$ cat src/verilog/instr_decode_pkg.sv
// Constants shared by the instruction decode and address generation block.
// Assumes a single 100 MHz system clock and synchronous datapath inputs.
`default_nettype none
package instr_decode_pkg;
  // Instruction word layout.
  localparam int WORD_W      = 16;  // Width of an instruction or data word.
  localparam int OP_MSB      = 15;  // Top bit of the op code field.
  localparam int OP_LSB      = 12;  // Bottom bit of the op code field.
  localparam int MODE_MSB    = 11;  // Top bit of the mode field.
  localparam int MODE_LSB    = 9;   // Bottom bit of the mode field.
  localparam int ADDR_MSB    = 8;   // Top bit of the address field.
  localparam int DIRECT_MSB  = 10;  // Top bit passed in direct mode.
  localparam int INDIR_BIT   = 15;  // Bit of an address word that flags another level.
  localparam int UNIT_MSB    = 8;   // Top bit of the logical unit number.
  localparam int UNIT_LSB    = 6;   // Bottom bit of the logical unit number.
  localparam int DEV_MSB     = 5;   // Top bit of the device address.
  localparam int EXT_MODE_MSB = 2;  // Top bit of the extended addressing mode.
  localparam int EXT_GRP_LSB = 3;   // Bottom bit of the extended group code.
  localparam int EXT_GRP_MSB = 8;   // Top bit of the extended group code.

  typedef logic [3:0] opcode_t;     // Op code, read as two octal digits.
  typedef logic [2:0] mode_t;       // Mode field value.

  // Op code values in octal.
  localparam opcode_t OP_NONADDR  = 4'o00;  // Nonaddressing and double word.
  localparam opcode_t OP_SW_FIRST = 4'o01;  // First single-word addressing code.
  localparam opcode_t OP_SW_LAST  = 4'o07;  // Last code in the low half.
  localparam opcode_t OP_IO       = 4'o10;  // Input/output class.
  localparam opcode_t OP_LOAD_LAST  = 4'o03;  // Last load-set code.
  localparam opcode_t OP_STORE_FIRST = 4'o04; // First store-set code.
  localparam opcode_t OP_AL_FIRST = 4'o11;  // First low arithmetic/logic code.
  localparam opcode_t OP_AL_MID   = 4'o15;  // Last low arithmetic/logic code.
  localparam opcode_t OP_AL_HIGH  = 4'o16;  // First high arithmetic/logic code.
  localparam opcode_t OP_AL_LAST  = 4'o17;  // Last high arithmetic/logic code.

  // Mode values.
  localparam mode_t MODE_DIRECT_LAST = 3'd3;  // Modes 0 to 3 are direct.
  localparam mode_t MODE_RELATIVE    = 3'd4;  // Relative to program counter.
  localparam mode_t MODE_INDEX_X     = 3'd5;  // Indexed by index register.
  localparam mode_t MODE_INDEX_B     = 3'd6;  // Indexed by low accumulator.
  localparam mode_t MODE_INDIRECT    = 3'd7;  // Indirect address.
  localparam mode_t MODE_IO_AUX      = 3'd4;  // Highest legal input/output subtype.
  localparam mode_t MODE_NA_EXTEND   = 3'd6;  // Immediate or extended form.

  // Gate bus sources.
  typedef enum logic [1:0] {
    GATE_OPERAND_TRUE,   // Operand register true output.
    GATE_OPERAND_COMP,   // Operand register complement output.
    GATE_ADDR_FIELD      // Instruction address field.
  } gate_src_e;

  // Arithmetic bus sources.
  typedef enum logic [1:0] {
    ABUS_ADDER,          // Adder output.
    ABUS_EXTERNAL,       // External input data.
    ABUS_MEMORY          // Memory word alternate path.
  } abus_src_e;

  // Reset value of the instruction register.
  localparam logic [WORD_W-1:0] INSTR_RESET = 16'h0000;
endpackage : instr_decode_pkg
`default_nettype wire

$ cat src/verilog/op_group_decode.sv
// Combinational op code decode into class, set and group selects.
// Assumes the op code comes straight from the instruction register.
`default_nettype none
module op_group_decode
  import instr_decode_pkg::*;
(
  input  wire  instr_decode_pkg::opcode_t opCode,          // Op code field.
  output logic                            classSingleWord, // Single-word addressing.
  output logic                            classNonaddr,    // Nonaddressing/double word.
  output logic                            classIo,         // Input/output class.
  output logic                            loadSetOp,       // Op code in load set.
  output logic                            storeSetOp,      // Op code in store set.
  output logic                            alLowOp,         // Low arithmetic/logic set.
  output logic                            alHighOp,        // High arithmetic/logic set.
  output logic [3:0]                      groupSel         // One-hot group, one to four.
);
  // Op codes are read as two octal digits with bit 15 most significant.
  always_comb begin
    // Single word addressing spans 01-07 and 11-17.
    classSingleWord = (opCode != OP_NONADDR) && (opCode != OP_IO);
    classNonaddr    = (opCode == OP_NONADDR);
    classIo         = (opCode == OP_IO);
    loadSetOp  = (opCode <= OP_LOAD_LAST);
    storeSetOp = (opCode >= OP_STORE_FIRST) && (opCode <= OP_SW_LAST);
    alLowOp    = (opCode >= OP_AL_FIRST) && (opCode <= OP_AL_MID);
    alHighOp   = (opCode >= OP_AL_HIGH) && (opCode <= OP_AL_LAST);
    // The low two bits pick the group; code 4 in the low digit is group four.
    groupSel = 4'h0;
    if (classSingleWord) begin
      unique case (opCode[1:0])
        2'b01:   groupSel = 4'h1;
        2'b10:   groupSel = 4'h2;
        2'b11:   groupSel = 4'h4;
        default: groupSel = (opCode[2]) ? 4'h8 : 4'h0;  // Codes 04 and 14 only.
      endcase
    end
  end
endmodule : op_group_decode
`default_nettype wire

$ cat src/verilog/instruction_decode_and_address_gen.sv
// Instruction register, field decode and effective address generation.
// Assumes phase strobes from the timing logic are one-cycle pulses on sys_clk
// and that the memory data register and operation registers are synchronous.
// Notes on behaviour
// - Word splits into op, mode, address fields.
// - Class decode: 01-07 and 11-17 single, 00 other, 10 I/O.
// - Load set for 00-03 in instruction execute.
// - Store set for 04-07 in operand execute.
// - Arith sets 11-15 and 16-17, instruction execute.
// - Exactly one group select per single-word code.
// - Single-word mode picks direct, relative, indexed, indirect.
// - Nonaddressing mode picks one of eight types.
// - I/O mode picks one of five subtypes.
// - Address field is address or added offset.
// - Double-word address field gives execute conditions.
// - Extended form: low mode, six group bits.
// - Immediate form like extended, low bits zero.
// - I/O unit from bits 6-8, device 0-5.
// - Instruction register loads at instruction execute start.
// - Instruction word goes via data register.
// - Direct mode passes bits 0-10, both selects.
// - Relative adds bits 0-8 to program counter.
// - Indexed adds bits 0-8 to X or B.
// - Indirect fetch yields an operand address.
// - Gate bus takes operand true, complement, or field.
// - Adder adds source bus or forms AND.
// - Arithmetic bus carries adder, external, memory.
// - Address word bit 15 flags another indirect.
//
// The implementer's own choices: the plain strobed port and the address map.
`default_nettype none
module instruction_decode_and_address_gen
  import instr_decode_pkg::*;
#(
  parameter int WIDTH = 16  // Datapath width.
) (
  input  wire  logic                         sys_clk,             // System clock.
  input  wire  logic                         rst,                 // Async reset, high.
  input  wire  logic                         instrExecutePhase,   // Instruction execute phase.
  input  wire  logic                         operandExecutePhase, // Operand execute phase.
  input  wire  logic                         addressCycle,        // Address cycle active.
  input  wire  logic                         addrWordStrobe,      // Address word fetched.
  input  wire  logic [WIDTH-1:0]             memDataWord,         // Memory data register.
  input  wire  logic [WIDTH-1:0]             progCounter,         // Program counter.
  input  wire  logic [WIDTH-1:0]             indexReg,            // Index register.
  input  wire  logic [WIDTH-1:0]             lowAcc,              // Low accumulator.
  input  wire  logic [WIDTH-1:0]             operandReg,          // Operand register.
  input  wire  logic [WIDTH-1:0]             sourceBus,           // Operation register data.
  input  wire  logic [WIDTH-1:0]             externalData,        // External input data.
  input  wire  instr_decode_pkg::gate_src_e  gateSel,             // Gate bus source.
  input  wire  instr_decode_pkg::abus_src_e  abusSel,             // Arithmetic bus source.
  input  wire  logic                         adderAndMode,        // Adder forms AND.
  output logic [WIDTH-1:0]                   instrWord,           // Instruction register.
  output logic [3:0]                         opCodeField,         // Op code field.
  output logic [2:0]                         modeField,           // Mode field.
  output logic [8:0]                         addrField,           // Address field.
  output logic                               class_single_word_addressing, // Class 01-07, 11-17.
  output logic                               class_nonaddressing_double,   // Class 00.
  output logic                               class_input_output,           // Class 10.
  output logic                               set_load,            // Load set select.
  output logic                               set_store,           // Store set select.
  output logic                               set_arith_logic_low, // Arith set 11-15.
  output logic                               set_arith_logic_high,// Arith set 16-17.
  output logic                               group_one_select,    // Group one.
  output logic                               group_two_select,    // Group two.
  output logic                               group_three_select,  // Group three.
  output logic                               group_four_select,   // Group four.
  output logic [7:0]                         modeDecode,          // One-hot mode 0..7.
  output logic                               modeDirect,          // Direct addressing.
  output logic                               modeRelative,        // Relative addressing.
  output logic                               modeIndexX,          // Index register mode.
  output logic                               modeIndexB,          // Low accumulator mode.
  output logic                               modeIndirect,        // Indirect addressing.
  output logic [7:0]                         nonaddrType,         // One-hot other type.
  output logic [4:0]                         ioSubtype,           // One-hot I/O subtype.
  output logic [8:0]                         condField,           // Double-word conditions.
  output logic [2:0]                         extModeField,        // Extended address mode.
  output logic [5:0]                         extGroupField,       // Extended group codes.
  output logic                               extFormValid,        // Top group bits zero.
  output logic                               immediateForm,       // Immediate form seen.
  output logic [2:0]                         ioUnit,              // Logical unit number.
  output logic [5:0]                         ioDevice,            // Device address.
  output logic                               low_field_select,    // Low field gate.
  output logic                               high_field_select,   // High field gate.
  output logic [WIDTH-1:0]                   effAddr,             // Effective address.
  output logic                               effAddrIsPointer,    // Fetch yields an address.
  output logic                               nextIndirect,        // Next access indirect.
  output logic [WIDTH-1:0]                   gateBus,             // Gate bus.
  output logic [WIDTH-1:0]                   adderOut,            // Adder result.
  output logic [WIDTH-1:0]                   arithBus             // Arithmetic bus.
);
  import instr_decode_pkg::*;

  // All registered state of the block.
  typedef struct packed {
    logic [WIDTH-1:0] instr;      // Held instruction word.
    logic             phaseQ;     // Execute phase last cycle, for edge detect.
    logic [WIDTH-1:0] effAddr;    // Registered effective address.
    logic             pointer;    // Registered pointer flag.
    logic             nextInd;    // Registered indirect chain flag.
  } state_s;

  state_s stateQ;  // Present state.
  state_s stateD;  // Next state.

  // Combinational decode products.
  logic       isSingle;   // Single-word class.
  logic       isNonaddr;  // Nonaddressing/double class.
  logic       isIo;       // Input/output class.
  logic       loadOp;     // Op in load set.
  logic       storeOp;    // Op in store set.
  logic       alLow;      // Op in low arithmetic set.
  logic       alHigh;     // Op in high arithmetic set.
  logic [3:0] groups;     // Group selects.
  logic       loadStrobe; // Leading edge of instruction execute.
  logic [WIDTH-1:0] offset; // Zero-extended address field.
  logic [WIDTH-1:0] gateNext; // Gate bus value.
  logic [WIDTH-1:0] adderNext; // Adder value.

  // The instruction register loads on the rising edge of the execute phase.
  assign loadStrobe = instrExecutePhase && !stateQ.phaseQ;

  // Field split of the held word.
  assign opCodeField = stateQ.instr[OP_MSB:OP_LSB];
  assign modeField   = stateQ.instr[MODE_MSB:MODE_LSB];
  assign addrField   = stateQ.instr[ADDR_MSB:0];
  assign instrWord   = stateQ.instr;
  assign offset      = {{(WIDTH-9){1'b0}}, addrField};

  // Op code decoding lives in its own small module.
  op_group_decode opDecode (
    .opCode          (opCodeField),
    .classSingleWord (isSingle),
    .classNonaddr    (isNonaddr),
    .classIo         (isIo),
    .loadSetOp       (loadOp),
    .storeSetOp      (storeOp),
    .alLowOp         (alLow),
    .alHighOp        (alHigh),
    .groupSel        (groups)
  );

  // Class and group outputs follow the held op code directly.
  assign class_single_word_addressing = isSingle;
  assign class_nonaddressing_double   = isNonaddr;
  assign class_input_output           = isIo;
  assign group_one_select   = groups[0];
  assign group_two_select   = groups[1];
  assign group_three_select = groups[2];
  assign group_four_select  = groups[3];

  // Set selects are qualified by the phase in which each set acts.
  assign set_load  = loadOp && instrExecutePhase;
  assign set_store = storeOp && operandExecutePhase;
  assign set_arith_logic_low  = alLow && instrExecutePhase;
  assign set_arith_logic_high = alHigh && instrExecutePhase;

  // Mode decode, interpreted per class.
  always_comb begin
    modeDecode   = 8'h01 << modeField;
    modeDirect   = isSingle && (modeField <= MODE_DIRECT_LAST);
    modeRelative = isSingle && (modeField == MODE_RELATIVE);
    modeIndexX   = isSingle && (modeField == MODE_INDEX_X);
    modeIndexB   = isSingle && (modeField == MODE_INDEX_B);
    modeIndirect = isSingle && (modeField == MODE_INDIRECT);
    // Nonaddressing types: halt, jump, mark, execute, shift, change, ext, overflow.
    nonaddrType  = isNonaddr ? modeDecode : 8'h00;
    // I/O subtypes above auxiliary control are undefined and decode to none.
    if (isIo && (modeField <= MODE_IO_AUX)) begin
      ioSubtype = modeDecode[4:0];
    end else begin
      ioSubtype = 5'h00;
    end
  end

  // Address field interpretations for the other instruction forms.
  assign condField     = isNonaddr ? addrField : 9'h000;
  assign extModeField  = addrField[EXT_MODE_MSB:0];
  assign extGroupField = addrField[EXT_GRP_MSB:EXT_GRP_LSB];
  assign extFormValid  = isNonaddr && (modeField == MODE_NA_EXTEND)
                         && (addrField[EXT_GRP_MSB:EXT_GRP_MSB-1] == 2'b00);
  assign immediateForm = extFormValid && (extModeField == 3'd0);
  assign ioUnit        = addrField[UNIT_MSB:UNIT_LSB];
  assign ioDevice      = addrField[DEV_MSB:0];

  // Field selects: direct and indirect use both, other modes only the low field.
  assign low_field_select  = isSingle;
  assign high_field_select = modeDirect || modeIndirect;

  // Arithmetic section: gate bus, adder and arithmetic bus.
  always_comb begin
    unique case (gateSel)
      GATE_OPERAND_TRUE: gateNext = operandReg;
      GATE_OPERAND_COMP: gateNext = ~operandReg;
      default:           gateNext = offset;
    endcase
    // The adder either sums or forms the logical product.
    adderNext = adderAndMode ? (operandReg & sourceBus)
                             : WIDTH'(gateNext + sourceBus);
    unique case (abusSel)
      ABUS_ADDER:    arithBus = adderNext;
      ABUS_EXTERNAL: arithBus = externalData;
      default:       arithBus = memDataWord;
    endcase
  end
  assign gateBus  = gateNext;
  assign adderOut = adderNext;

  // Next-state logic: instruction capture and effective address formation.
  always_comb begin
    stateD        = stateQ;
    stateD.phaseQ = instrExecutePhase;
    // Word read into the data register is passed into the instruction register.
    if (loadStrobe) begin
      stateD.instr = memDataWord;
    end
    // Effective address for the held instruction.
    if (modeDirect || modeIndirect) begin
      stateD.effAddr = {{(WIDTH-11){1'b0}}, stateQ.instr[DIRECT_MSB:0]};
    end else if (modeRelative) begin
      stateD.effAddr = WIDTH'(progCounter + offset);
    end else if (modeIndexX) begin
      stateD.effAddr = WIDTH'(indexReg + offset);
    end else if (modeIndexB) begin
      stateD.effAddr = WIDTH'(lowAcc + offset);
    end else begin
      stateD.effAddr = offset;
    end
    stateD.pointer = modeIndirect;
    // Each fetched address word decides whether another level follows.
    if (addressCycle && addrWordStrobe) begin
      stateD.nextInd = memDataWord[INDIR_BIT];
    end else if (!addressCycle) begin
      stateD.nextInd = 1'b0;
    end
  end

  // State register.
  always_ff @(posedge sys_clk or posedge rst) begin
    if (rst) begin
      stateQ <= '{instr: WIDTH'(INSTR_RESET), phaseQ: 1'b0, effAddr: '0, pointer: 1'b0,
                  nextInd: 1'b0};
    end else begin
      stateQ <= stateD;
    end
  end

  assign effAddr          = stateQ.effAddr;
  assign effAddrIsPointer = stateQ.pointer;
  assign nextIndirect     = stateQ.nextInd;
endmodule : instruction_decode_and_address_gen
`default_nettype wire

$ cat config.mk
export PLATFORM = sky130hd
export DESIGN_NAME = instruction_decode_and_address_gen
export DESIGN_NICKNAME = d
export VERILOG_FILES = /design/src/verilog/instr_decode_pkg.sv /design/src/verilog/op_group_decode.sv /design/src/verilog/instruction_decode_and_address_gen.sv
export SDC_FILE = /design/constraint.sdc
export NUM_CORES = 1
export LEC_CHECK = 0
export ABC_AREA = 0
export BUFFER_PORTS_ARGS = -buffer_cell sky130_fd_sc_hd__buf_2
export CAP_MARGIN = 15
export CORE_AREA = 2 2 114 116
export DETAILED_ROUTE_END_ITERATION = 12
export DIE_AREA = 0 0 116 118
export GPL_ROUTABILITY_DRIVEN = 0
export GPL_TIMING_DRIVEN = 0
export PLACE_DENSITY = 0.79
export SLEW_MARGIN = 20
export SYNTH_ARGS = -nofsm -noshare
export SYNTH_HDL_FRONTEND = slang
export SYNTH_SLANG_ARGS = --single-unit
$ cat constraint.sdc
create_clock -name sys_clk -period 11.7 [get_ports sys_clk]
set_clock_uncertainty 0.05 [all_clocks]
set_input_delay 2.34 -clock sys_clk [delete_from_list [all_inputs] [get_ports sys_clk]]
set_output_delay 2.34 -clock sys_clk [all_outputs]
set_load 0.02 [all_outputs]
==> impl_metrics.json, run 1 <==
{
  "final_cell_mix": "buf_2, buf_4, nand2_1",
  "synth_top_flop_cell": "dfrtp_1",
  "core_sq_um": 12410,
  "cts_made_buffers": 5,
  "cts_root_buf": "clkbuf_16",
  "drt_wl_total_mm": 19.15,
  "path_cells": "buf_2 > buf_1 > xnor2_1 > o21ai_0 > ha_1 > a21o_1 > nand2b_4 > o211a_1 > a221o_1 > a311o_1 > mux2i_1 > o21ai_1 > buf_2",
  "wl_per_cell_microns": 15.88,
  "ant_nets": 0,
  "fin_cells": 1206,
  "critPathCaptureType": "primary output",
  "grt_pass1_wl_mm": 30.19,
  "syn_inst": 738,
  "rows": 41,
  "cp.arrival_ns": 5.69,
  "cts_buffer_depth": 2,
  "drt-initial-drc-count": 354,
  "cts_tree": "done",
  "final_common_cell": "buf_2",
  "cts_resized": 0,
  "slowest_delay_ns": 0.57,
  "drcViolationCount": 0,
  "synth-seq-cells": 35,
  "antenna_found_initial": 1,
  "power_leakage_nw": 3.844,
  "yosys_warnings": 0,
  "cp_slowest_cell": "buf_1",
  "dp_hpwl_mm": 15.89,
  "cp-start-kind": "input port",
  "finalSetupViolCount": 0,
  "outcome": "complete, no violations",
  "dieArea_sq_um": 13690,
  "totalPowerFinal_mw": 0.9275,
  "dr.pass1.iters": 5,
  "hold_violations": 0,
  "synth-edff-count": 0,
  "cp_top_family": "compound AO/OA/AOI/OAI gates",
  "synth_top_area_share": 0.1592,
  "portBuffers": 287,
  "cts_hold_buf": 0,
  "start_util": 0.4432,
  "synth_area_per_cell_sq_um": 7.455,
  "fin_crit_sh": 0.6909,
  "viasPerCell": 5.287,
  "ys_top_cells_by_area": "dfrtp_1, ha_1, buf_4",
  "synth-seq-area-share": 0.1592,
  "synthMuxAreaShare": 0.05049,
  "fin_nets": 1202,
  "synthAdderAreaFrac": 0.1123,
  "clkSlewWorstSetupHoldPaths_ns": 0.06,
  "postLayoutSetupSlackWorst_ns": 3.616,
  "required_ns": 9.31,
  "fp.dieW_microns": 116,
  "synthArstFlopShare": 1.000,
  "die_h_microns": 118,
  "worst_pin_slew_ns": 0.7860,
  "peakVddDrop_mv": 0.05579,
  "seqPwrFrac": 0.191,
  "critPathKind": "in -> out",
  "cts_setup_buffers": 0,
  "drive_gt1_frac": 0.3882,
  "grt-ovfl-total": 0,
  "area_growth_pct": 33.23,
  "fillCellCount": 1201,
  "synth_top_family_by_area": "compound AO/OA/AOI/OAI gates",
  "grt.total_usage": 0.2716,
  "grt_pass1_vias": 6244,
  "maxCapViolations": 0,
  "postSynthNetCount": 908,
  "path_buf_inv": 3,
  "rsz0062_at_grt": "no",
  "hp-class": "reg -> reg",
  "fmax_ghz": 0.1237,
  "cts_sinks": 35,
  "crit_top_cell": "buf_2",
  "ys_types": 66,
  "clock_latency_ns": 0.28,
  "switchingPower_mw": 0.4263,
  "finalSetupTns_ns": 0,
  "final_util": 0.5904,
  "combPwrFrac": 0.638,
  "synth_xor_area_frac": 0.09711,
  "power_density_nw_per_um2": 126.5,
  "htreeDepth": 2,
  "num_vias": 6376,
  "crit_fanout": 10,
  "pwr-share-clk": 0.170,
  "period_needed_ns": 8.084,
  "grt_max_degree": 36,
  "io_pins": 289,
  "pre_cts_ws_ns": 3.644,
  "dp_cells": 1197,
  "yosysTopAreaCell": "dfrtp_1",
  "p_int_mw": 0.5011,
  "synth_area_sq_um": 5502,
  "finalMaxSlewViolations": 0,
  "switching_share": 0.4597,
  "yosys.area_share.simple": 0.2063,
  "slew_headroom": 0.4752,
  "synth_compound_area_frac": 0.2370
}
## worst paths after layout
check	from	to	slack (ns)	depth (start not counted)
worst max-delay path	gateSel[0]	arithBus[12]	3.62	13
worst min-delay path	nextIndirect	nextIndirect	0.50	2
worst max register to register	instrWord[1]	effAddr[10]	8.77	9
worst min register to register	nextIndirect	nextIndirect	0.50	2
max in group asynchronous	rst	instrWord[0]	8.94	2
min in group asynchronous	rst	effAddr[15]	2.15	2
## power by group through the flow
stage / registers, mW / clock network, mW / logic, mW
finish: 0.178 / 0.158 / 0.592
global route: 0.181 / 0.164 / 0.645
CTS: 0.177 / 0.159 / 0.589
detailed placement: 0.180 / 0 / 0.586
global placement: 0.178 / 0 / 0.580
floorplan: 0.167 / 0 / 0.425
## cell families (layout without fill, tap and decap cells)
kind of cell / count (synthesis) / count (layout)
compound gates: 207 / 207
fa+ha+maj: 47 / 47
flops: 35 / 35
mux: 26 / 26
buf+inv: 133 / 428
simple gates: 229 / 229
xor+xnor: 61 / 61
other cells: 0 / 1
## metrics by stage
stage               cell area, sq um  hold WS, ns
CTS                             7327       0.5036
global placement                7153       0.4747
floorplan                       5502       0.5592
detailed placement              7153       0.4909
finish                          7330       0.4988
global route                    7330       0.5525
## synth_stat cells, types with 3 or more instances
library cell,count
a22oi_1,7
nand3_1,25
nor2_1,50
o21ai_0,32
inv_1,35
or3_1,7
inv_2,6
clkbuf_1,17
buf_4,67
o21bai_1,3
ha_1,43
xnor2_1,46
buf_2,5
dfrtp_1,35
nand2b_1,11
xor2_1,15
o211ai_1,8
o21ai_1,33
o21a_1,7
o2111ai_1,4
nor3b_1,3
fa_1,4
mux2_2,14
buf_1,3
nor2b_1,16
a211oi_1,9
nand4_1,7
nor4_1,3
a21oi_1,53
a31oi_1,8
and3_1,9
o22ai_1,10
and2_1,11
mux2i_1,12
nor3_1,10
nand2_1,65
a21o_1,8
## per-layer routing
layer / GRT usage / part of all wire
met1: 0.3269 / 0.40
met2: 0.4931 / 0.50
met3: 0.03296 / 0.068
met4: 0.08705 / 0.030
met5: 0 / 0
## flip-flops by register name, summed over array words and instances (netlist names)
register and count:
effAddr 16, effAddrIsPointer 1, instrWord 16, nextIndirect 1
stateQ 1
## worst register-to-register path: stages, from the launching register on
cell and delay (ns):
dfrtp_1 0.58, inv_1 0.26, fa_1 0.45, nor2b_1 0.21, o2111ai_1 0.21, a21oi_1 0.33, o21ai_1 0.12, xnor2_1 0.13
a211oi_1 0.31, a22oi_1 0.15
## cell type report
cell class,instances,area (sq um),area share
diodes,1,2.502,0.0003414
plain buffers,92,603.1,0.08228
clock buffers,6,138.9,0.01895
multi-input cells,570,3869,0.5278
repair buffers,287,1436,0.1960
inverters,41,153.9,0.02100
well taps,172,215.2,0.02936
flip-flops and latches,35,875.8,0.1195
clock inverters,2,35.03,0.004780
Power figures use the tool's default switching activity.
==> run 2: changes to the inputs <==
--- a/config.mk
+++ b/config.mk
@@ -8,12 +8,12 @@
 export ABC_AREA = 0
 export BUFFER_PORTS_ARGS = -buffer_cell sky130_fd_sc_hd__buf_2
 export CAP_MARGIN = 15
-export CORE_AREA = 2 2 114 116
+export CORE_AREA = 2 2 117 119
 export DETAILED_ROUTE_END_ITERATION = 12
-export DIE_AREA = 0 0 116 118
+export DIE_AREA = 0 0 119 121
 export GPL_ROUTABILITY_DRIVEN = 0
 export GPL_TIMING_DRIVEN = 0
-export PLACE_DENSITY = 0.79
+export PLACE_DENSITY = 0.78
 export SLEW_MARGIN = 20
 export SYNTH_ARGS = -nofsm -noshare
 export SYNTH_HDL_FRONTEND = slang
==> constraint.sdc (replaced) <==
create_clock -name sys_clk -period 6.7 [get_ports sys_clk]
set_clock_uncertainty 0.05 [all_clocks]
set_input_delay 1.34 -clock sys_clk [delete_from_list [all_inputs] [get_ports sys_clk]]
set_output_delay 1.34 -clock sys_clk [all_outputs]
set_load 0.02 [all_outputs]
==> run 2 against run 1 <==
  * Count of clock-buffer cells in the layout grew 1
  * Worst setup slack lost 2.9 ns
  * Register-to-register slack worse by 4.9 ns
  * Die area is 5.2% higher
  * Critical path type unchanged
  * Largest cell class unchanged
==> impl_metrics.json, run 2 (same netlist as run 1, synthesis figures left out) <==
{
  "rows": 42,
  "startpoint": "gateSel[0]",
  "dr.pass1.iters": 6,
  "portBuffers": 287,
  "drt_wl_total_mm": 19.07,
  "start_util": 0.4204,
  "cts_hold_buf": 0,
  "finalSetupTns_ns": 0,
  "grt.total_usage": 0.2496,
  "finalSetupViolCount": 0,
  "finalMaxSlewViolations": 0,
  "peakVddDrop_mv": 0.08409,
  "clock_latency_ns": 0.28,
  "final_common_cell": "buf_2",
  "ant_nets": 0,
  "cts_made_buffers": 5,
  "cp.arrival_ns": 4.56,
  "io_pins": 289,
  "slew_headroom": 0.4851,
  "hp-class": "reg -> reg",
  "area_growth_pct": 32.70,
  "path_cells": "buf_2 > buf_1 > xnor2_1 > o21ai_0 > ha_1 > a21o_1 > nand2b_4 > o211a_1 > a221o_1 > a311o_1 > mux2i_1 > o21ai_1 > buf_2",
  "drcViolationCount": 0,
  "grt_pass1_wl_mm": 28.85,
  "combPwrFrac": 0.659,
  "cts_sinks": 35,
  "grt-ovfl-total": 0,
  "fp.dieW_microns": 119,
  "rsz0062_at_grt": "no",
  "fin_nets": 1202,
  "cp-start-kind": "input port",
  "worst_pin_slew_ns": 0.7713,
  "r2r_start": "instrWord[0]",
  "cts_resized": 0,
  "fmax_ghz": 0.1679,
  "drt-initial-drc-count": 311,
  "required_ns": 5.31,
  "dieArea_sq_um": 14400,
  "pwr-share-clk": 0.143,
  "power_density_nw_per_um2": 214.0,
  "min_from": "nextIndirect",
  "viasPerCell": 5.276,
  "seqPwrFrac": 0.198,
  "critPathKind": "in -> out",
  "htreeDepth": 2,
  "hold_violations": 0,
  "fin_cells": 1211,
  "p_int_mw": 0.8275,
  "cts_buffer_depth": 2,
  "crit_top_cell": "buf_2",
  "power_leakage_nw": 3.825,
  "switchingPower_mw": 0.7350,
  "final_cell_mix": "buf_2, buf_4, nand2_1",
  "slowest_delay_ns": 0.56,
  "maxCapViolations": 0,
  "num_vias": 6389,
  "switching_share": 0.4704,
  "cp_slowest_cell": "buf_1",
  "crit_fanout": 10,
  "fin_crit_sh": 0.8887,
  "die_h_microns": 121,
  "antenna_found_initial": 2,
  "critPathCaptureType": "primary output",
  "grt_max_degree": 36,
  "drive_gt1_frac": 0.3863,
  "cts_tree": "done",
  "dp_hpwl_mm": 15.91,
  "cts_setup_buffers": 0,
  "grt_pass1_vias": 5873,
  "cp_top_family": "compound AO/OA/AOI/OAI gates",
  "clkSlewWorstSetupHoldPaths_ns": 0.05,
  "core_sq_um": 13090,
  "wl_per_cell_microns": 15.74,
  "cts_root_buf": "clkbuf_16",
  "path_buf_inv": 3,
  "dp_cells": 1201,
  "outcome": "complete, no violations",
  "totalPowerFinal_mw": 1.562,
  "period_needed_ns": 5.954
}
## run 2: cell count changes in the layout (fill, tap and decap cells not counted)
cell	change
bufinv_16	-1
clkbuf_1	+2
clkbuf_8	-1
diode_2	+1
## run 2: per-layer routing
metal,routed length [microns],track usage,vias up
li1,-,-,3147
met1,7646,0.2957,2917
met2,9580,0.4547,290
met3,1325,0.03148,35
met4,514,0.1027,0
met5,0,0,-
## run 2: final cells by class
cell class | instances | area (sq um)
Fill cell | 1247 | 5784
Multi-Input combinational cell | 570 | 3869
Timing Repair Buffer | 287 | 1436
Sequential cell | 35 | 875.8
Buffer | 92 | 603.1
Tap cell | 176 | 220.2
Inverter | 41 | 153.9
Clock buffer | 7 | 132.6
Clock inverter | 1 | 5.005
Antenna cell | 2 | 5.005
## run 2: worst paths after layout
path / endpoint / slack (ns) / depth (start not counted)
worst max-delay path: arithBus[12] / 0.75 / 13
worst min-delay path: nextIndirect / 0.50 / 2
worst max register to register: effAddr[10] / 3.86 / 10
worst min register to register: nextIndirect / 0.50 / 2
max in group asynchronous: instrWord[3] / 4.95 / 2
min in group asynchronous: effAddr[15] / 1.15 / 2
## run 2: power by group through the flow
stage               logic (mW)  clock network [mW]  registers [mW]
floorplan                0.742                   0           0.292
global placement          1.01                   0           0.311
detailed placement        1.02                   0           0.313
CTS                       1.03               0.231           0.309
global route              1.12               0.239           0.317
finish                    1.03               0.223           0.309
## run 2: worst register-to-register path, cell delays in order, from the launching register on
cell       delay, ns
dfrtp_1         0.60
ha_1            0.25
inv_1           0.06
fa_1            0.38
nor2b_1         0.22
o2111ai_1       0.17
a21oi_1         0.30
o21ai_1         0.12
xnor2_1         0.14
a211oi_1        0.29
a22oi_1         0.13
## run 2: per-stage QoR
step	setup slack [ns]	hold slack, ns	utilization	cell area, sq um
floorplan	0.6579	0.5592	-	5502
global placement	0.7916	0.4912	0.5470	7158
detailed placement	0.7782	0.4925	0.5470	7158
CTS	0.7630	0.5082	0.5576	7296
global route	0.4642	0.5284	0.5579	7301
finish	0.7457	0.5020	0.5579	7301
==> run 3: changes to the inputs <==
--- a/config.mk
+++ b/config.mk
@@ -8,12 +8,12 @@
 export ABC_AREA = 0
 export BUFFER_PORTS_ARGS = -buffer_cell sky130_fd_sc_hd__buf_2
 export CAP_MARGIN = 15
-export CORE_AREA = 2 2 117 119
+export CORE_AREA = 3 3 115 117
 export DETAILED_ROUTE_END_ITERATION = 12
-export DIE_AREA = 0 0 119 121
+export DIE_AREA = 0 0 118 120
 export GPL_ROUTABILITY_DRIVEN = 0
 export GPL_TIMING_DRIVEN = 0
-export PLACE_DENSITY = 0.78
+export PLACE_DENSITY = 0.79
 export SLEW_MARGIN = 20
 export SYNTH_ARGS = -nofsm -noshare
 export SYNTH_HDL_FRONTEND = slang
==> constraint.sdc (replaced) <==
create_clock -name sys_clk -period 5.9 [get_ports sys_clk]
set_clock_uncertainty 0.05 [all_clocks]
set_input_delay 1.18 -clock sys_clk [delete_from_list [all_inputs] [get_ports sys_clk]]
set_output_delay 1.18 -clock sys_clk [all_outputs]
set_load 0.02 [all_outputs]
==> run 3 against run 2 <==
  * Count of clock-buffer cells in the layout decreased by 1
  * Critical path type unchanged
  * Largest power group unchanged
  * Global-route usage increased by 2.0 points
  * Die area shrank 1.7%
==> impl_metrics.json, run 3 (same netlist as run 1, synthesis figures left out) <==
{
  "finalSetupTns_ns": 0,
  "crit_top_cell": "buf_2",
  "cts_sinks": 35,
  "slew_headroom": 0.4869,
  "antenna_found_initial": 3,
  "drt-initial-drc-count": 420,
  "hp-class": "reg -> reg",
  "finalMaxSlewViolations": 0,
  "peakVddDrop_mv": 0.1079,
  "cts_made_buffers": 5,
  "seqPwrFrac": 0.190,
  "fillCellCount": 1172,
  "grt_pass1_wl_mm": 31.28,
  "start_util": 0.4413,
  "p_int_mw": 0.9932,
  "grt_pass1_vias": 6295,
  "final_common_cell": "buf_2",
  "critPathKind": "in -> out",
  "multi_input_area_sq_um": 3869,
  "power_leakage_nw": 3.843,
  "cts_hold_buf": 0,
  "slowest_delay_ns": 0.39,
  "grt.total_usage": 0.2693,
  "switching_share": 0.4598,
  "period_needed_ns": 5.386,
  "area_growth_pct": 33.25,
  "maxCapViolations": 0,
  "fin_hold_ws_ns": 0.5247,
  "io_pins": 289,
  "clock_latency_ns": 0.28,
  "ant_nets": 0,
  "num_vias": 6472,
  "grt-ovfl-total": 0,
  "cts_tree": "done",
  "dp_hpwl_mm": 16.17,
  "stdcell_area_sq_um": 7331,
  "path_cells": "buf_2 > xnor2_1 > o21ai_0 > ha_1 > a21o_1 > nand2b_4 > o211a_1 > a221o_1 > a311o_1 > mux2i_1 > o21ai_1 > buf_2",
  "htreeDepth": 2,
  "viasPerCell": 5.362,
  "final_cell_mix": "buf_2, buf_4, nand2_1",
  "worst_pin_slew_ns": 0.7686,
  "rsz0062_at_grt": "no",
  "cts_setup_buffers": 0,
  "fin_nets": 1201,
  "cp-start-kind": "input port",
  "power_density_nw_per_um2": 250.8,
  "cp_slowest_cell": "buf_2",
  "crit_fanout": 16,
  "dieArea_sq_um": 14160,
  "path_buf_inv": 2,
  "wl_per_cell_microns": 16.17,
  "cts_root_buf": "clkbuf_16",
  "pwr-share-clk": 0.170,
  "cts_buffer_depth": 2,
  "fin_crit_sh": 0.9129,
  "final_util": 0.5881,
  "cp_top_family": "compound AO/OA/AOI/OAI gates",
  "cts_resized": 0,
  "switchingPower_mw": 0.8452,
  "cp.arrival_ns": 4.16,
  "seqCellArea_sq_um": 875.8,
  "die_h_microns": 120,
  "combPwrFrac": 0.640,
  "grt_max_degree": 36,
  "required_ns": 4.67,
  "placed_area_sq_um": 7153,
  "outcome": "complete, no violations",
  "critPathCaptureType": "primary output",
  "drt_wl_total_mm": 19.52,
  "portBuffers": 287,
  "drcViolationCount": 0,
  "hold_violations": 0,
  "finalSetupViolCount": 0,
  "clkSlewWorstSetupHoldPaths_ns": 0.06,
  "rows": 41,
  "fmax_ghz": 0.1857,
  "drive_gt1_frac": 0.3886,
  "core_sq_um": 12470,
  "fp.dieW_microns": 118,
  "dr.pass1.iters": 5
}
## run 3: cell types whose count changed in the layout (fill, tap and decap cells not counted), sizes merged
cell    delta
buf        -1
bufinv     +1
clkbuf     -1
diode      +1
## run 3: layer usage
metal  vias to the layer above  track usage  wire length [microns]
li1                       3144            -                      -
met1                      2975       0.3109                   7597
met2                       308       0.4934                  10020
met3                        45      0.04336                   1268
met4                         0       0.1128                    633
met5                         -            0                      0
## run 3: area by class of cell
type / instances / share of cell area
timing repair buffer: 287 / 0.1959
multi-input combinational: 570 / 0.5277
antenna: 3 / 0.001024
inverter: 41 / 0.02099
buffer: 91 / 0.08175
tap: 172 / 0.02936
clock buffer: 6 / 0.01895
clock inverter: 2 / 0.004779
sequential: 35 / 0.1195
## run 3: worst paths after layout
path                       slack, ns      endpoint  depth (start not counted)          from
setup reg to reg                3.03   effAddr[10]                          9  instrWord[1]
hold / removal                  0.52  nextIndirect                          2  nextIndirect
min in group asynchronous       0.99   effAddr[15]                          2           rst
max in group asynchronous       4.32  instrWord[1]                          2           rst
setup / recovery                0.51  arithBus[12]                         12    gateSel[0]
hold reg to reg                 0.52  nextIndirect                          2  nextIndirect
## run 3: power groups by stage
| stage | Combinational [mW] | Sequential [mW] | Clock [mW] |
|---|---|---|---|
| floorplan | 0.842 | 0.332 | 0 |
| global placement | 1.15 | 0.352 | 0 |
| detailed placement | 1.16 | 0.354 | 0 |
| CTS | 1.17 | 0.350 | 0.319 |
| global route | 1.29 | 0.360 | 0.327 |
| finish | 1.18 | 0.350 | 0.312 |
## run 3: metrics by stage
stage | setup WS [ns] | power [mW] | std cells
final | 0.5138 | 1.838 | 1207
after global routing | 0.2579 | 1.973 | 1207
after CTS | 0.1464 | 1.840 | 1205
after detailed placement | 0.1615 | 1.518 | 1197
after global placement | 0.1492 | 1.503 | 1197
after floorplan | 0.1779 | 1.174 | 738
## run 3: worst register-to-register path: cells and delay by family (launching register included)
family,cells,cell delay [ns]
AOI/OAI and AO/OA,5,1.02
buffers and inverters,1,0.27
and+or+nand+nor,1,0.21
DFF,1,0.61
xor gates and xnor gates,1,0.14
adders and majority gates,1,0.46
